[src/dmrf_defs.svh]
/*
  Constants for the mode-register block: command decode, field positions, reset values and
  timing counts. Assumes it is included by bare name wherever these values are needed.
*/
`ifndef DMRF_DEFS_SVH
`define DMRF_DEFS_SVH
`define DMRF_ADDR_W 15
`define DMRF_BA_W 3
`define DMRF_SEL_ONE 3'h1
`define DMRF_SEL_TWO 3'h2
`define DMRF_SEL_THREE 3'h3
`define DMRF_ONE_QOFF 12
`define DMRF_ONE_WLEV 7
`define DMRF_ONE_AL_HI 4
`define DMRF_ONE_AL_LO 3
`define DMRF_ONE_RTTNOM_A 9
`define DMRF_ONE_RTTNOM_B 6
`define DMRF_ONE_RTTNOM_C 2
`define DMRF_TWO_CWL_HI 5
`define DMRF_TWO_CWL_LO 3
`define DMRF_TWO_SRT 7
`define DMRF_TWO_RTTWR_HI 10
`define DMRF_TWO_RTTWR_LO 9
`define DMRF_TWO_RSVD_MASK 15'h7900
`define DMRF_THREE_MPR_EN 2
`define DMRF_THREE_RSVD_MASK 15'h7ff8
`define DMRF_CWL_BASE 4'h5
`define DMRF_CL_BASE 4'h6
`define DMRF_REG_RESET 15'h0000
`define DMRF_DEFAULT_PATTERN 8'h55
`define DMRF_REFI_NORMAL_NS 7800
`define DMRF_REFI_HOT_NS 3900
`define DMRF_CLK_NS 20
`define DMRF_REFI_NORMAL_CYC (`DMRF_REFI_NORMAL_NS / `DMRF_CLK_NS)
`define DMRF_REFI_HOT_CYC (`DMRF_REFI_HOT_NS / `DMRF_CLK_NS)
`define DMRF_HOT_LIMIT_C 8'h55
`define DMRF_CLK_DIV 4
`endif

[src/dmrf_pkg.sv]
/*
  Types shared by both ends of the mode-register link.
  Assumes dmrf_defs.svh sits beside it.
*/
`default_nettype none
`include "dmrf_defs.svh"
package dmrf_pkg;
  typedef enum logic [1:0] {DMRF_TERM_OFF, DMRF_TERM_BASE, DMRF_TERM_WRITE} dmrf_term_t;
  typedef enum logic [1:0] {DMRF_H_IDLE, DMRF_H_SETUP, DMRF_H_HOLD} dmrf_hstate_t;
endpackage
`default_nettype wire

[src/dmrf_link_if.sv]
/*
  Command link between the controller end and the memory end: clock, active-low command
  strobes, bank and address, plus the memory's data-pin enable and pattern data.
  Assumes the bench joins the two modports, or drives the memory-end inputs itself where no controller end is joined.
*/
`default_nettype none
`include "dmrf_defs.svh"
interface dmrf_link_if;
  logic ck;
  logic cs_n;
  logic ras_n;
  logic cas_n;
  logic we_n;
  logic [`DMRF_BA_W-1:0] ba;
  logic [`DMRF_ADDR_W-1:0] addr;
  logic [7:0] dq_o;
  logic dq_oe;
  modport ctrl (output ck, cs_n, ras_n, cas_n, we_n, ba, addr, input dq_o, dq_oe);
  modport mem (input ck, cs_n, ras_n, cas_n, we_n, ba, addr, output dq_o, dq_oe);
endinterface
`default_nettype wire

[src/dmrf_delay_line.sv]
/*
  Variable delay line: a pulse leaves it a programmed number of cycles after it enters.
  Assumes delay stays below DEPTH and is steady while pulses are in flight.
*/
`default_nettype none
module dmrf_delay_line #(
  parameter int DEPTH = 32
) (
  input wire logic clk,
  input wire logic reset,
  input wire logic in_pulse,
  input wire logic [4:0] delay,
  output logic out_pulse
);
  logic [DEPTH-1:0] pipe_r;

  always_ff @(posedge clk) begin
    if (reset) begin
      pipe_r <= '0;
    end else begin
      pipe_r <= {pipe_r[DEPTH-2:0], in_pulse};
    end
  end

  // A zero delay passes the pulse through in the same cycle.
  always_comb begin
    if (delay == 5'h00) begin
      out_pulse = in_pulse;
    end else begin
      out_pulse = pipe_r[delay - 5'h01];
    end
  end
endmodule
`default_nettype wire

[src/dmrf_mem_end.sv]
/*
  Memory end: decodes mode-register-set commands seen on the link clock, keeps the three
  mode registers, times write data and termination, and serves the readout pattern.
  Assumes the link clock is slow against clk so each edge is caught by sampling.
*/
// Overview of operation
// - Output-disable bit set floats all outputs.
// - Controller keeps output-disable zero normally; the controller end passes bit 12 from software unmasked.
// - Bank two selects second mode register.
// - Controller zeroes reserved second-register bits.
// - Address 5:3 picks column write delay.
// - Only whole-cycle latencies exist.
// - Write data delay is posted plus column.
// - Address 10:9 picks write termination value.
// - Write leveling forces baseline termination only.
// - Write termination applies with baseline disabled.
// - Bit seven zero keeps normal refresh rate.
// - Bit seven set doubles self-refresh rate.
// - Controller enables doubling when hot.
// - Controller halves refresh interval when hot.
// - Bank three selects third mode register.
// - Controller zeroes reserved third-register bits.
// - Normal mode ignores pattern selection bits.
// - Pattern mode returns predefined data on reads.
// - Controller performs write leveling; the controller end has none, and the bench drives write_leveling.
// - Commands held posted delay before array.
// - Bank one-only selects first mode register.
`default_nettype none
`include "dmrf_defs.svh"
module dmrf_mem_end
  import dmrf_pkg::*;
#(
  parameter logic [7:0] PATTERN = `DMRF_DEFAULT_PATTERN
) (
  input wire logic clk,
  input wire logic reset,
  dmrf_link_if.mem link,
  input wire logic write_leveling,
  output logic [`DMRF_ADDR_W-1:0] mode_reg_one_r,
  output logic [`DMRF_ADDR_W-1:0] mode_reg_two_r,
  output logic [`DMRF_ADDR_W-1:0] mode_reg_three_r,
  output logic array_cmd_r,
  output logic write_data_due_r,
  output dmrf_term_t termination_r,
  output logic selfrefresh_double_r,
  output logic [4:0] write_data_delay_r
);
  // ------------------------------------------------------------------
  // Input synchronisers
  // ------------------------------------------------------------------
  localparam int PINS = 5 + `DMRF_BA_W + `DMRF_ADDR_W;
  logic [PINS-1:0] s1_r;
  logic [PINS-1:0] s2_r;
  logic [PINS-1:0] s3_r;
  logic ck_prev_r;

  always_ff @(posedge clk) begin
    if (reset) begin
      s1_r <= '0;
      s2_r <= '0;
      s3_r <= '0;
    end else begin
      s1_r <= {link.ck, link.cs_n, link.ras_n, link.cas_n, link.we_n, link.ba, link.addr};
      s2_r <= s1_r;
      s3_r <= s2_r;
    end
  end

  // A clock edge counts only once the second and third stages agree.
  logic ck_s;
  assign ck_s = (s2_r[PINS-1] == s3_r[PINS-1]) ? s3_r[PINS-1] : ck_prev_r;

  always_ff @(posedge clk) begin
    if (reset) begin
      ck_prev_r <= 1'b0;
    end else begin
      ck_prev_r <= ck_s;
    end
  end

  logic ck_rise;
  logic cs_n_s;
  logic ras_n_s;
  logic cas_n_s;
  logic we_n_s;
  logic [`DMRF_BA_W-1:0] ba_s;
  logic [`DMRF_ADDR_W-1:0] addr_s;
  assign ck_rise = ck_s && !ck_prev_r;
  assign {cs_n_s, ras_n_s, cas_n_s, we_n_s, ba_s, addr_s} = s3_r[PINS-2:0];

  // ------------------------------------------------------------------
  // Command decode
  // ------------------------------------------------------------------
  logic sel_cmd;
  logic mrs_cmd;
  logic rw_cmd;
  logic wr_cmd;
  logic rd_cmd;
  assign sel_cmd = ck_rise && !cs_n_s;
  assign mrs_cmd = sel_cmd && !ras_n_s && !cas_n_s && !we_n_s;
  assign rw_cmd = sel_cmd && ras_n_s && !cas_n_s;
  assign wr_cmd = rw_cmd && !we_n_s;
  assign rd_cmd = rw_cmd && we_n_s;

  // Each register loads only on its own bank code; every other code leaves all three alone.
  always_ff @(posedge clk) begin
    if (reset) begin
      mode_reg_one_r <= `DMRF_REG_RESET;
      mode_reg_two_r <= `DMRF_REG_RESET;
      mode_reg_three_r <= `DMRF_REG_RESET;
    end else if (mrs_cmd) begin
      if (ba_s == `DMRF_SEL_ONE) begin
        mode_reg_one_r <= addr_s;
      end else if (ba_s == `DMRF_SEL_TWO) begin
        mode_reg_two_r <= addr_s;
      end else if (ba_s == `DMRF_SEL_THREE) begin
        mode_reg_three_r <= addr_s;
      end
    end
  end

  // ------------------------------------------------------------------
  // Latencies
  // ------------------------------------------------------------------
  logic [4:0] column_write_delay;
  logic [4:0] al;
  logic [4:0] cl_base;
  assign column_write_delay = 5'(`DMRF_CWL_BASE) +
               5'(mode_reg_two_r[`DMRF_TWO_CWL_HI:`DMRF_TWO_CWL_LO]);
  assign cl_base = 5'(`DMRF_CL_BASE);
  // Posted delay options are zero, CL-1 and CL-2 in whole cycles.
  always_comb begin
    case (mode_reg_one_r[`DMRF_ONE_AL_HI:`DMRF_ONE_AL_LO])
      2'h1: al = cl_base - 5'h01;
      2'h2: al = cl_base - 5'h02;
      default: al = 5'h00;
    endcase
  end

  always_ff @(posedge clk) begin
    if (reset) begin
      write_data_delay_r <= 5'h00;
    end else begin
      write_data_delay_r <= al + column_write_delay;
    end
  end

  // Delays count clk cycles, one per sampled link edge here would need a link-edge counter;
  // the link is slow so counting clk keeps the pipeline simple and whole-cycle.
  logic array_pulse;
  logic data_pulse;
  dmrf_delay_line #(.DEPTH(32)) u_post (
    .clk(clk),
    .reset(reset),
    .in_pulse(rw_cmd),
    .delay(al),
    .out_pulse(array_pulse)
  );
  dmrf_delay_line #(.DEPTH(32)) u_wdata (
    .clk(clk),
    .reset(reset),
    .in_pulse(wr_cmd),
    .delay(write_data_delay_r),
    .out_pulse(data_pulse)
  );

  always_ff @(posedge clk) begin
    if (reset) begin
      array_cmd_r <= 1'b0;
      write_data_due_r <= 1'b0;
    end else begin
      array_cmd_r <= array_pulse;
      write_data_due_r <= data_pulse;
    end
  end

  // ------------------------------------------------------------------
  // Termination and refresh
  // ------------------------------------------------------------------
  logic base_on;
  logic [1:0] wr_term;
  assign base_on = mode_reg_one_r[`DMRF_ONE_RTTNOM_A] | mode_reg_one_r[`DMRF_ONE_RTTNOM_B] |
                   mode_reg_one_r[`DMRF_ONE_RTTNOM_C];
  assign wr_term = mode_reg_two_r[`DMRF_TWO_RTTWR_HI:`DMRF_TWO_RTTWR_LO];

  always_ff @(posedge clk) begin
    if (reset) begin
      termination_r <= DMRF_TERM_OFF;
    end else if (write_leveling || mode_reg_one_r[`DMRF_ONE_WLEV]) begin
      termination_r <= base_on ? DMRF_TERM_BASE : DMRF_TERM_OFF;
    end else if (data_pulse && wr_term != 2'h0) begin
      termination_r <= DMRF_TERM_WRITE;
    end else if (!data_pulse) begin
      termination_r <= base_on ? DMRF_TERM_BASE : DMRF_TERM_OFF;
    end
  end

  always_ff @(posedge clk) begin
    if (reset) begin
      selfrefresh_double_r <= 1'b0;
    end else begin
      selfrefresh_double_r <= mode_reg_two_r[`DMRF_TWO_SRT];
    end
  end

  // ------------------------------------------------------------------
  // Read data pins
  // ------------------------------------------------------------------
  logic mpr_on;
  assign mpr_on = mode_reg_three_r[`DMRF_THREE_MPR_EN];

  always_ff @(posedge clk) begin
    if (reset) begin
      link.dq_oe <= 1'b0;
      link.dq_o <= 8'h00;
    end else if (mode_reg_one_r[`DMRF_ONE_QOFF]) begin
      link.dq_oe <= 1'b0;
      link.dq_o <= 8'h00;
    end else if (rd_cmd && mpr_on) begin
      link.dq_oe <= 1'b1;
      link.dq_o <= PATTERN;
    end else if (rd_cmd) begin
      link.dq_oe <= 1'b1;
      link.dq_o <= 8'h00;
    end else begin
      link.dq_oe <= 1'b0;
    end
  end
endmodule
`default_nettype wire

[src/flat_wrapper.sv]
// flat-port wrapper written by rule: the top's interface ports become plain ports
module dmrf_mem_end_flat import dmrf_pkg::*;
#(
  parameter logic [7:0] PATTERN = `DMRF_DEFAULT_PATTERN
)
  (clk, reset, write_leveling, mode_reg_one_r, mode_reg_two_r, mode_reg_three_r, array_cmd_r, write_data_due_r, termination_r, selfrefresh_double_r, write_data_delay_r, link_ck, link_cs_n, link_ras_n, link_cas_n, link_we_n, link_ba, link_addr, link_dq_o, link_dq_oe);
  dmrf_link_if link_i ();
  input wire logic clk;
  input wire logic reset;
  input wire logic write_leveling;
  output logic [`DMRF_ADDR_W-1:0] mode_reg_one_r;
  output logic [`DMRF_ADDR_W-1:0] mode_reg_two_r;
  output logic [`DMRF_ADDR_W-1:0] mode_reg_three_r;
  output logic array_cmd_r;
  output logic write_data_due_r;
  output dmrf_term_t termination_r;
  output logic selfrefresh_double_r;
  output logic [4:0] write_data_delay_r;
  input wire logic [$bits(link_i.ck)-1:0] link_ck;
  input wire logic [$bits(link_i.cs_n)-1:0] link_cs_n;
  input wire logic [$bits(link_i.ras_n)-1:0] link_ras_n;
  input wire logic [$bits(link_i.cas_n)-1:0] link_cas_n;
  input wire logic [$bits(link_i.we_n)-1:0] link_we_n;
  input wire logic [$bits(link_i.ba)-1:0] link_ba;
  input wire logic [$bits(link_i.addr)-1:0] link_addr;
  output wire logic [$bits(link_i.dq_o)-1:0] link_dq_o;
  output wire logic [$bits(link_i.dq_oe)-1:0] link_dq_oe;
  assign link_i.ck = link_ck;
  assign link_i.cs_n = link_cs_n;
  assign link_i.ras_n = link_ras_n;
  assign link_i.cas_n = link_cas_n;
  assign link_i.we_n = link_we_n;
  assign link_i.ba = link_ba;
  assign link_i.addr = link_addr;
  assign link_dq_o = link_i.dq_o;
  assign link_dq_oe = link_i.dq_oe;
  dmrf_mem_end #(.PATTERN(PATTERN)) u_core (.clk(clk), .reset(reset), .link(link_i), .write_leveling(write_leveling), .mode_reg_one_r(mode_reg_one_r), .mode_reg_two_r(mode_reg_two_r), .mode_reg_three_r(mode_reg_three_r), .array_cmd_r(array_cmd_r), .write_data_due_r(write_data_due_r), .termination_r(termination_r), .selfrefresh_double_r(selfrefresh_double_r), .write_data_delay_r(write_data_delay_r));
endmodule
[config.mk]
export PLATFORM = sky130hd
export DESIGN_NAME = dmrf_mem_end_flat
export DESIGN_NICKNAME = d
export VERILOG_FILES = /design/src/dmrf_pkg.sv /design/src/dmrf_link_if.sv /design/src/dmrf_delay_line.sv /design/src/dmrf_mem_end.sv /design/src/flat_wrapper.sv
export VERILOG_INCLUDE_DIRS = /design/src
export SDC_FILE = /design/constraint.sdc
export NUM_CORES = 1
export LEC_CHECK = 0
export BUFFER_PORTS_ARGS = -buffer_cell sky130_fd_sc_hd__buf_4
export CAP_MARGIN = 20
export CORE_ASPECT_RATIO = 0.5
export CORE_MARGIN = 8
export CORE_UTILIZATION = 35
export DETAILED_ROUTE_END_ITERATION = 10
export MAX_ROUTING_LAYER = met4
export PLACE_DENSITY = 0.53
export SETUP_SLACK_MARGIN = 0.4
export SLEW_MARGIN = 20
export SYNTH_ARGS = -nofsm -noshare
export SYNTH_HDL_FRONTEND = slang
export SYNTH_SLANG_ARGS = --single-unit
[constraint.sdc]
create_clock -name clk -period 2.8 [get_ports clk]
set_clock_uncertainty 0.05 [all_clocks]
set_input_delay 0.56 -clock clk [delete_from_list [all_inputs] [get_ports clk]]
set_output_delay 0.56 -clock clk [all_outputs]
set_load 0.02 [all_outputs]
======== After elaboration in Yosys (flattened, before gate mapping) ========
Index checks and enable logic that the tools add are counted.
word-level totals
  bits in registers ....................... 194
  input port bits ......................... 26
  logic and storage cells ................. 74
cells by class
  $add $sub $neg .......................... 4
  $lt $le $gt $ge ......................... 2
  equality and inequality tests ........... 7
  muxes and demuxes ....................... 16
  bitwise gates (word level) .............. 4
  reduce and logical (&&, ||, !) cells .... 25
operators by type and width
  cell                                                 number
  two-way mux 7 bit                                    2
  < comparator 5 x 6 -> 1 bit, second input constant   2
  logical AND 1 bit                                    11
  binary-select mux 1 bit (select 5 bit)               2
  zero test 5 bit                                      2
  subtractor 5 x 1 -> 5 bit, second input constant     2
  two-way mux 1 bit                                    8
  equality test 3 x 2 -> 1 bit, second input constant  2
  two-way mux 2 bit                                    3
  case mux 3 bit (2 select lines)                      1
  adder 3 x 5 -> 5 bit                                 1
  zero test 1 bit                                      5
  adder 3 x 3 -> 4 bit, first input constant           1
  AND reduction 4 bit                                  1
  nonzero test 2 bit                                   2
  equality test 3 x 1 -> 1 bit, second input constant  1
  != test 3 bit, second input constant                 1
  AND reduction 3 bit                                  1
  equality test 2 x 1 -> 1 bit, second input constant  1
  equality test 2 bit, second input constant           1
  NOT 1 bit                                            2
  bitwise OR 1 bit                                     2
  AND reduction 2 bit                                  1
  OR reduction 2 bit                                   1
  2 further kinds                                      2

======== Logic depth before layout (Yosys ltp) ========
  word-level depth ........................ 11
  depth in mapped cells ................... 11
  mapped depth without buffers ............ 8

======== Cells and area by module ========
A second synthesis with hierarchy kept.
unflattened totals
  cell total of the unflattened synthesis .. 561
  area total of the unflattened synthesis .. 6,791.5 sq um
by module, submodules not included
  module           times used  cells an instance  area an instance (sq um)  sequential area each (sq um)
  dmrf_mem_end     1           375                4,339.2                   2,542.4
  dmrf_delay_line  2           93                 1,226.2                   640.6

======== Least setup slack after synthesis ========
OpenSTA, ideal clock, no wires.
  path kind ............................... register to register
  from .................................... reg u_core.write_data_delay_r[0]
  to ...................................... reg u_core.termination_r[0]
  library setup time ...................... 0.123 ns
  data arrival time ....................... 2.653 ns
  required time ........................... 2.627 ns
  slack ................................... -0.026 ns
  stages on the path, launching flop included .. 12
  buffers on the path ..................... 3
  path through ............................ dfxtp_1 buf_6 inv_1 ha_1 buf_4 buf_6 mux2i_1 or3_1 a311oi_1 o21ai_0 a311oi_1 mux2_1
on the way
  word-level cells in the longest chain between the ends .. 7
  elaborated cells between the ends (all ways) .. 9
RTL lines
  item                                     RTL line               source
  start: declaration                       dmrf_mem_end.sv:46     output logic [4:0] write_data_delay_r
  start signal: assignment                 dmrf_mem_end.sv:144    write_data_delay_r <= al + column_write_delay;
  subtractor 5 x 1 -> 5 bit                dmrf_delay_line.sv:30  out_pulse = pipe_r[delay - 5'h01];
  binary-select mux 1 bit (select 5 bit)   dmrf_delay_line.sv:30
  two-way mux 1 bit (implied by the code)  dmrf_delay_line.sv:30
  two-way mux 1 bit (*)                    dmrf_delay_line.sv:27  if (delay == 5'h00) begin
  logical AND 1 bit                        dmrf_mem_end.sv:191    end else if (data_pulse && wr_term != 2'h0) begin
  two-way mux 2 bit                        dmrf_mem_end.sv:191
  two-way mux 2 bit                        dmrf_mem_end.sv:189    end else if (write_leveling || mode_reg_one_r[`DMRF_ONE_WLEV]) begin
  end signal: assignment                   dmrf_mem_end.sv:190    termination_r <= base_on ? DMRF_TERM_BASE : DMRF_TERM_OFF;
  end signal: assignment                   dmrf_mem_end.sv:194    termination_r <= base_on ? DMRF_TERM_BASE : DMRF_TERM_OFF;
  end: declaration                         dmrf_mem_end.sv:44     output dmrf_term_t termination_r,
Mark *: on every way between the ends. The rest lies on a longest branch, timed or not. The select of a mux whose other input is x is not followed.
A chain may end at the register's enable or synchronous reset.

======== Worst setup path after layout ========
Same ends and word-level chain as after synthesis.

==> impl_metrics.json <==
{
  "synth_cells": 557,
  "grt_pass1_wl_um": 19400,
  "ys_types": 45,
  "avgSynthCellArea_um2": 10.3,
  "slew_violations": 0,
  "coreArea_um2": 16200,
  "drive_above_1_share_pct": 24.2,
  "synth-xor-area-share_pct": 0.765,
  "num_vias": 3734,
  "worstReg2RegStart": "u_core.write_data_delay_r[0]$_SDFF_PP0_",
  "power_density_nw_per_um2": 673,
  "mostFrequentLayoutCells": "dfxtp_1 (165), nor2b_1 (111), nand2_1 (96)",
  "postLayoutCoreUtil_pct": 44.8,
  "start_kind": "flop",
  "cts_max_path_buffers": 2,
  "drcViolationCount": 0,
  "leakage_uw": 0.00284,
  "cts_root_buffer": "clkbuf_16",
  "synth-simple-area-share_pct": 22.7,
  "rows": 33,
  "status": "finished, final reports clean",
  "gp_congestion": 0.758,
  "drt-initial-drc-count": 144,
  "min_to": "u_core.termination_r[1]$_SDFFE_PP0P_",
  "port_buffers": 85,
  "fin_setup_tns_ns": 0,
  "clk_latency_ns": 0.41,
  "design_area_um2": 7240,
  "grt_start_max_net_pins": 79,
  "htree_levels": 4,
  "insertedDiodeCount": 0,
  "antenna_found_initial": 0,
  "cts_made_buffers": 17,
  "maxCapViolCount": 0,
  "dieArea_um2": 21000,
  "arrival_ns": 2.65,
  "dp.cells": 836,
  "crit_type": "reg -> reg",
  "grt_setup_unrepaired": "true",
  "routed_wl_um": 11900,
  "hpwl_um": 8150,
  "crit_path_end_kind": "flop",
  "path_clk_slew_ns": 0.07,
  "synth-seq-cells": 167,
  "nNetsFinal": 668,
  "routedWlPerCell_um": 13.6,
  "async_reset_ff_share_pct": 0,
  "period_minus_slack_ns": 2.40,
  "io_pins": 90,
  "reg2regPathDepth": 8,
  "hold_depth": 2,
  "grt_pass1_vias": 3812,
  "viasPerCell": 4.27,
  "reg2reg_slack_ns": 0.40,
  "overflow": 0,
  "dp_slack_ns": 0.160,
  "drtAntennaViolNets": 0,
  "synth_fa_ha_area_share_pct": 1.53,
  "area_delta_synth_final_pct": 26.5,
  "firstDrtPassIters": 4,
  "critPathMaxFanout": 7,
  "holdCritStartpoint": "write_leveling",
  "cts_tree": "yes",
  "synth_top_area_cell": "dfxtp_1",
  "synth_top_family_by_area": "simple AND/OR/NAND/NOR gates",
  "synth_edf_count": 0,
  "tightest_slew_ns": 0.585,
  "fp.dieW_um": 197,
  "setup_viol": 0,
  "netlist_area_um2": 5730,
  "grt_util_all_layers_pct": 12.0,
  "yosys_warnings": 0,
  "final_cells": 875,
  "fillCellCount": 1581,
  "timing.rr.end": "u_core.termination_r[0]$_SDFFE_PP0P_",
  "hp-class": "in -> reg",
  "muxShareOfSynthArea_pct": 5.49,
  "ys_seq_area_share_pct": 58.4,
  "synth_compound_area_share_pct": 6.58,
  "dieHeight_um": 106,
  "required_ns": 3.05,
  "layout_setup_ws_ns": 0.400,
  "relSlewSlack_pct": 61.0,
  "peakVddDrop_mv": 0.481,
  "synth_area_leaders": "dfxtp_1 (58%), nor2b_1 (12%), nand2_1 (6.3%), a21oi_1 (4.3%), mux4_2 (2.0%)",
  "hold_viol": 0,
  "initial_core_util_pct": 35.4,
  "synth_flop_cell": "dfxtp_1",
  "fin_crit_sh_pct": 85.7,
  "final_common_cell": "dfxtp_1",
  "fmax_mhz": 417,
  "cts.sinks": 167,
  "placed_area_um2": 6510,
  "yosysTopAreaCellShare_pct": 58.4
}
[power by group]
part,internal (uW),switching [uW]
clock,1210,1080
combinational,73.3,76.8
sequential,2410,20.3
total,3700,1180
[synth_stat cells, types with 3 or more instances]
cell,n
a21oi_1,49
nand3_1,4
dfxtp_1,167
mux2_2,3
nand2_1,96
nor2_1,7
xnor2_1,4
buf_2,6
nor4b_1,5
ha_1,7
mux4_1,4
nor2b_1,111
mux2i_1,4
clkbuf_1,21
mux4_2,5
buf_6,4
inv_1,9
o21ai_0,3
buf_4,8
buf_1,3
nor3_1,6
[metal layers]
| layer | vias up | track usage [%] | wire length [um] |
|---|---|---|---|
| met5 | - | - | 0 |
| met4 | 0 | 4.27 | 119 |
| met3 | 10 | 3.22 | 368 |
| met2 | 54 | 18.8 | 5660 |
| met1 | 1699 | 14.8 | 5740 |
| li1 | 1971 | - | - |
[timing repair]
| item | 4_1_cts | 5_1_grt |
|---|---|---|
| gates resized for setup | 6 | 9 |
| buffers inserted | 7 | 0 |
| hold buffers | 0 | 0 |
| setup endpoints to repair | 2 | 30 |
| pin swaps | 4 | 7 |
[state kept, by name, indices dropped and copies added, names as in the netlist, 2 cells and up]
register / flops
u_core.u_post.pipe_r: 8
u_core.s2_r: 23
u_core.termination_r: 2
u_core.write_data_delay_r: 5
u_core.mode_reg_three_r: 15
u_core.mode_reg_one_r: 15
u_core.s3_r: 23
u_core.mode_reg_two_r: 15
u_core.s1_r: 23
u_core.u_wdata.pipe_r: 32
[cells by family after synthesis]
logic type	Yosys count
DFF	167
AOI/OAI and AO/OA	65
other	1
and+or+nand+nor	243
xor gates and xnor gates	5
adders and majority gates	7
muxes	18
buffers and inverters	51
[cell type report]
| cell class | instances | area (um2) | share of cell area [%] |
|---|---|---|---|
| well taps | 227 | 284 | 3.92 |
| flip-flops and latches | 167 | 3350 | 46.2 |
| multi-input cells | 342 | 2210 | 30.5 |
| repair buffers | 98 | 756 | 10.4 |
| clock buffers | 17 | 425 | 5.87 |
| clock inverters | 15 | 185 | 2.56 |
| inverters | 9 | 36.3 | 0.501 |
[worst max-delay path, stage by stage (launching register included)]
cell and delay (ns):
dfxtp_4 0.37, inv_4 0.04, ha_4 0.31, mux4_2 0.54, nor2_4 0.13, o31ai_4 0.07
a221oi_2 0.33, a311oi_1 0.14, mux2_1 0.32
[how the worst max path moves through the flow]
stage                                            start                                    to  slack (ns)  depth (start not counted)
6_report       u_core.write_data_delay_r[0]$_SDFF_PP0_  u_core.termination_r[0]$_SDFFE_PP0P_        0.40                          8
5_1_grt        u_core.write_data_delay_r[0]$_SDFF_PP0_  u_core.termination_r[0]$_SDFFE_PP0P_        0.26                          8
4_1_cts        u_core.write_data_delay_r[1]$_SDFF_PP0_  u_core.termination_r[0]$_SDFFE_PP0P_        0.40                          8
3_5_place_dp   u_core.write_data_delay_r[0]$_SDFF_PP0_  u_core.termination_r[0]$_SDFFE_PP0P_        0.16                          8
3_3_place_gp   u_core.write_data_delay_r[0]$_SDFF_PP0_  u_core.termination_r[0]$_SDFFE_PP0P_        0.22                          8
2_1_floorplan  u_core.write_data_delay_r[0]$_SDFF_PP0_  u_core.termination_r[0]$_SDFFE_PP0P_        0.27                         11
[through the flow]
stage	hold slack [ns]	total power, uW
after CTS	0.246	4950
after global routing	0.252	5060
after global placement	0.368	2630
final	0.273	4880
after detailed placement	0.370	2630
after floorplan	0.364	2590
No activity file was read; power rests on OpenSTA's default activity.
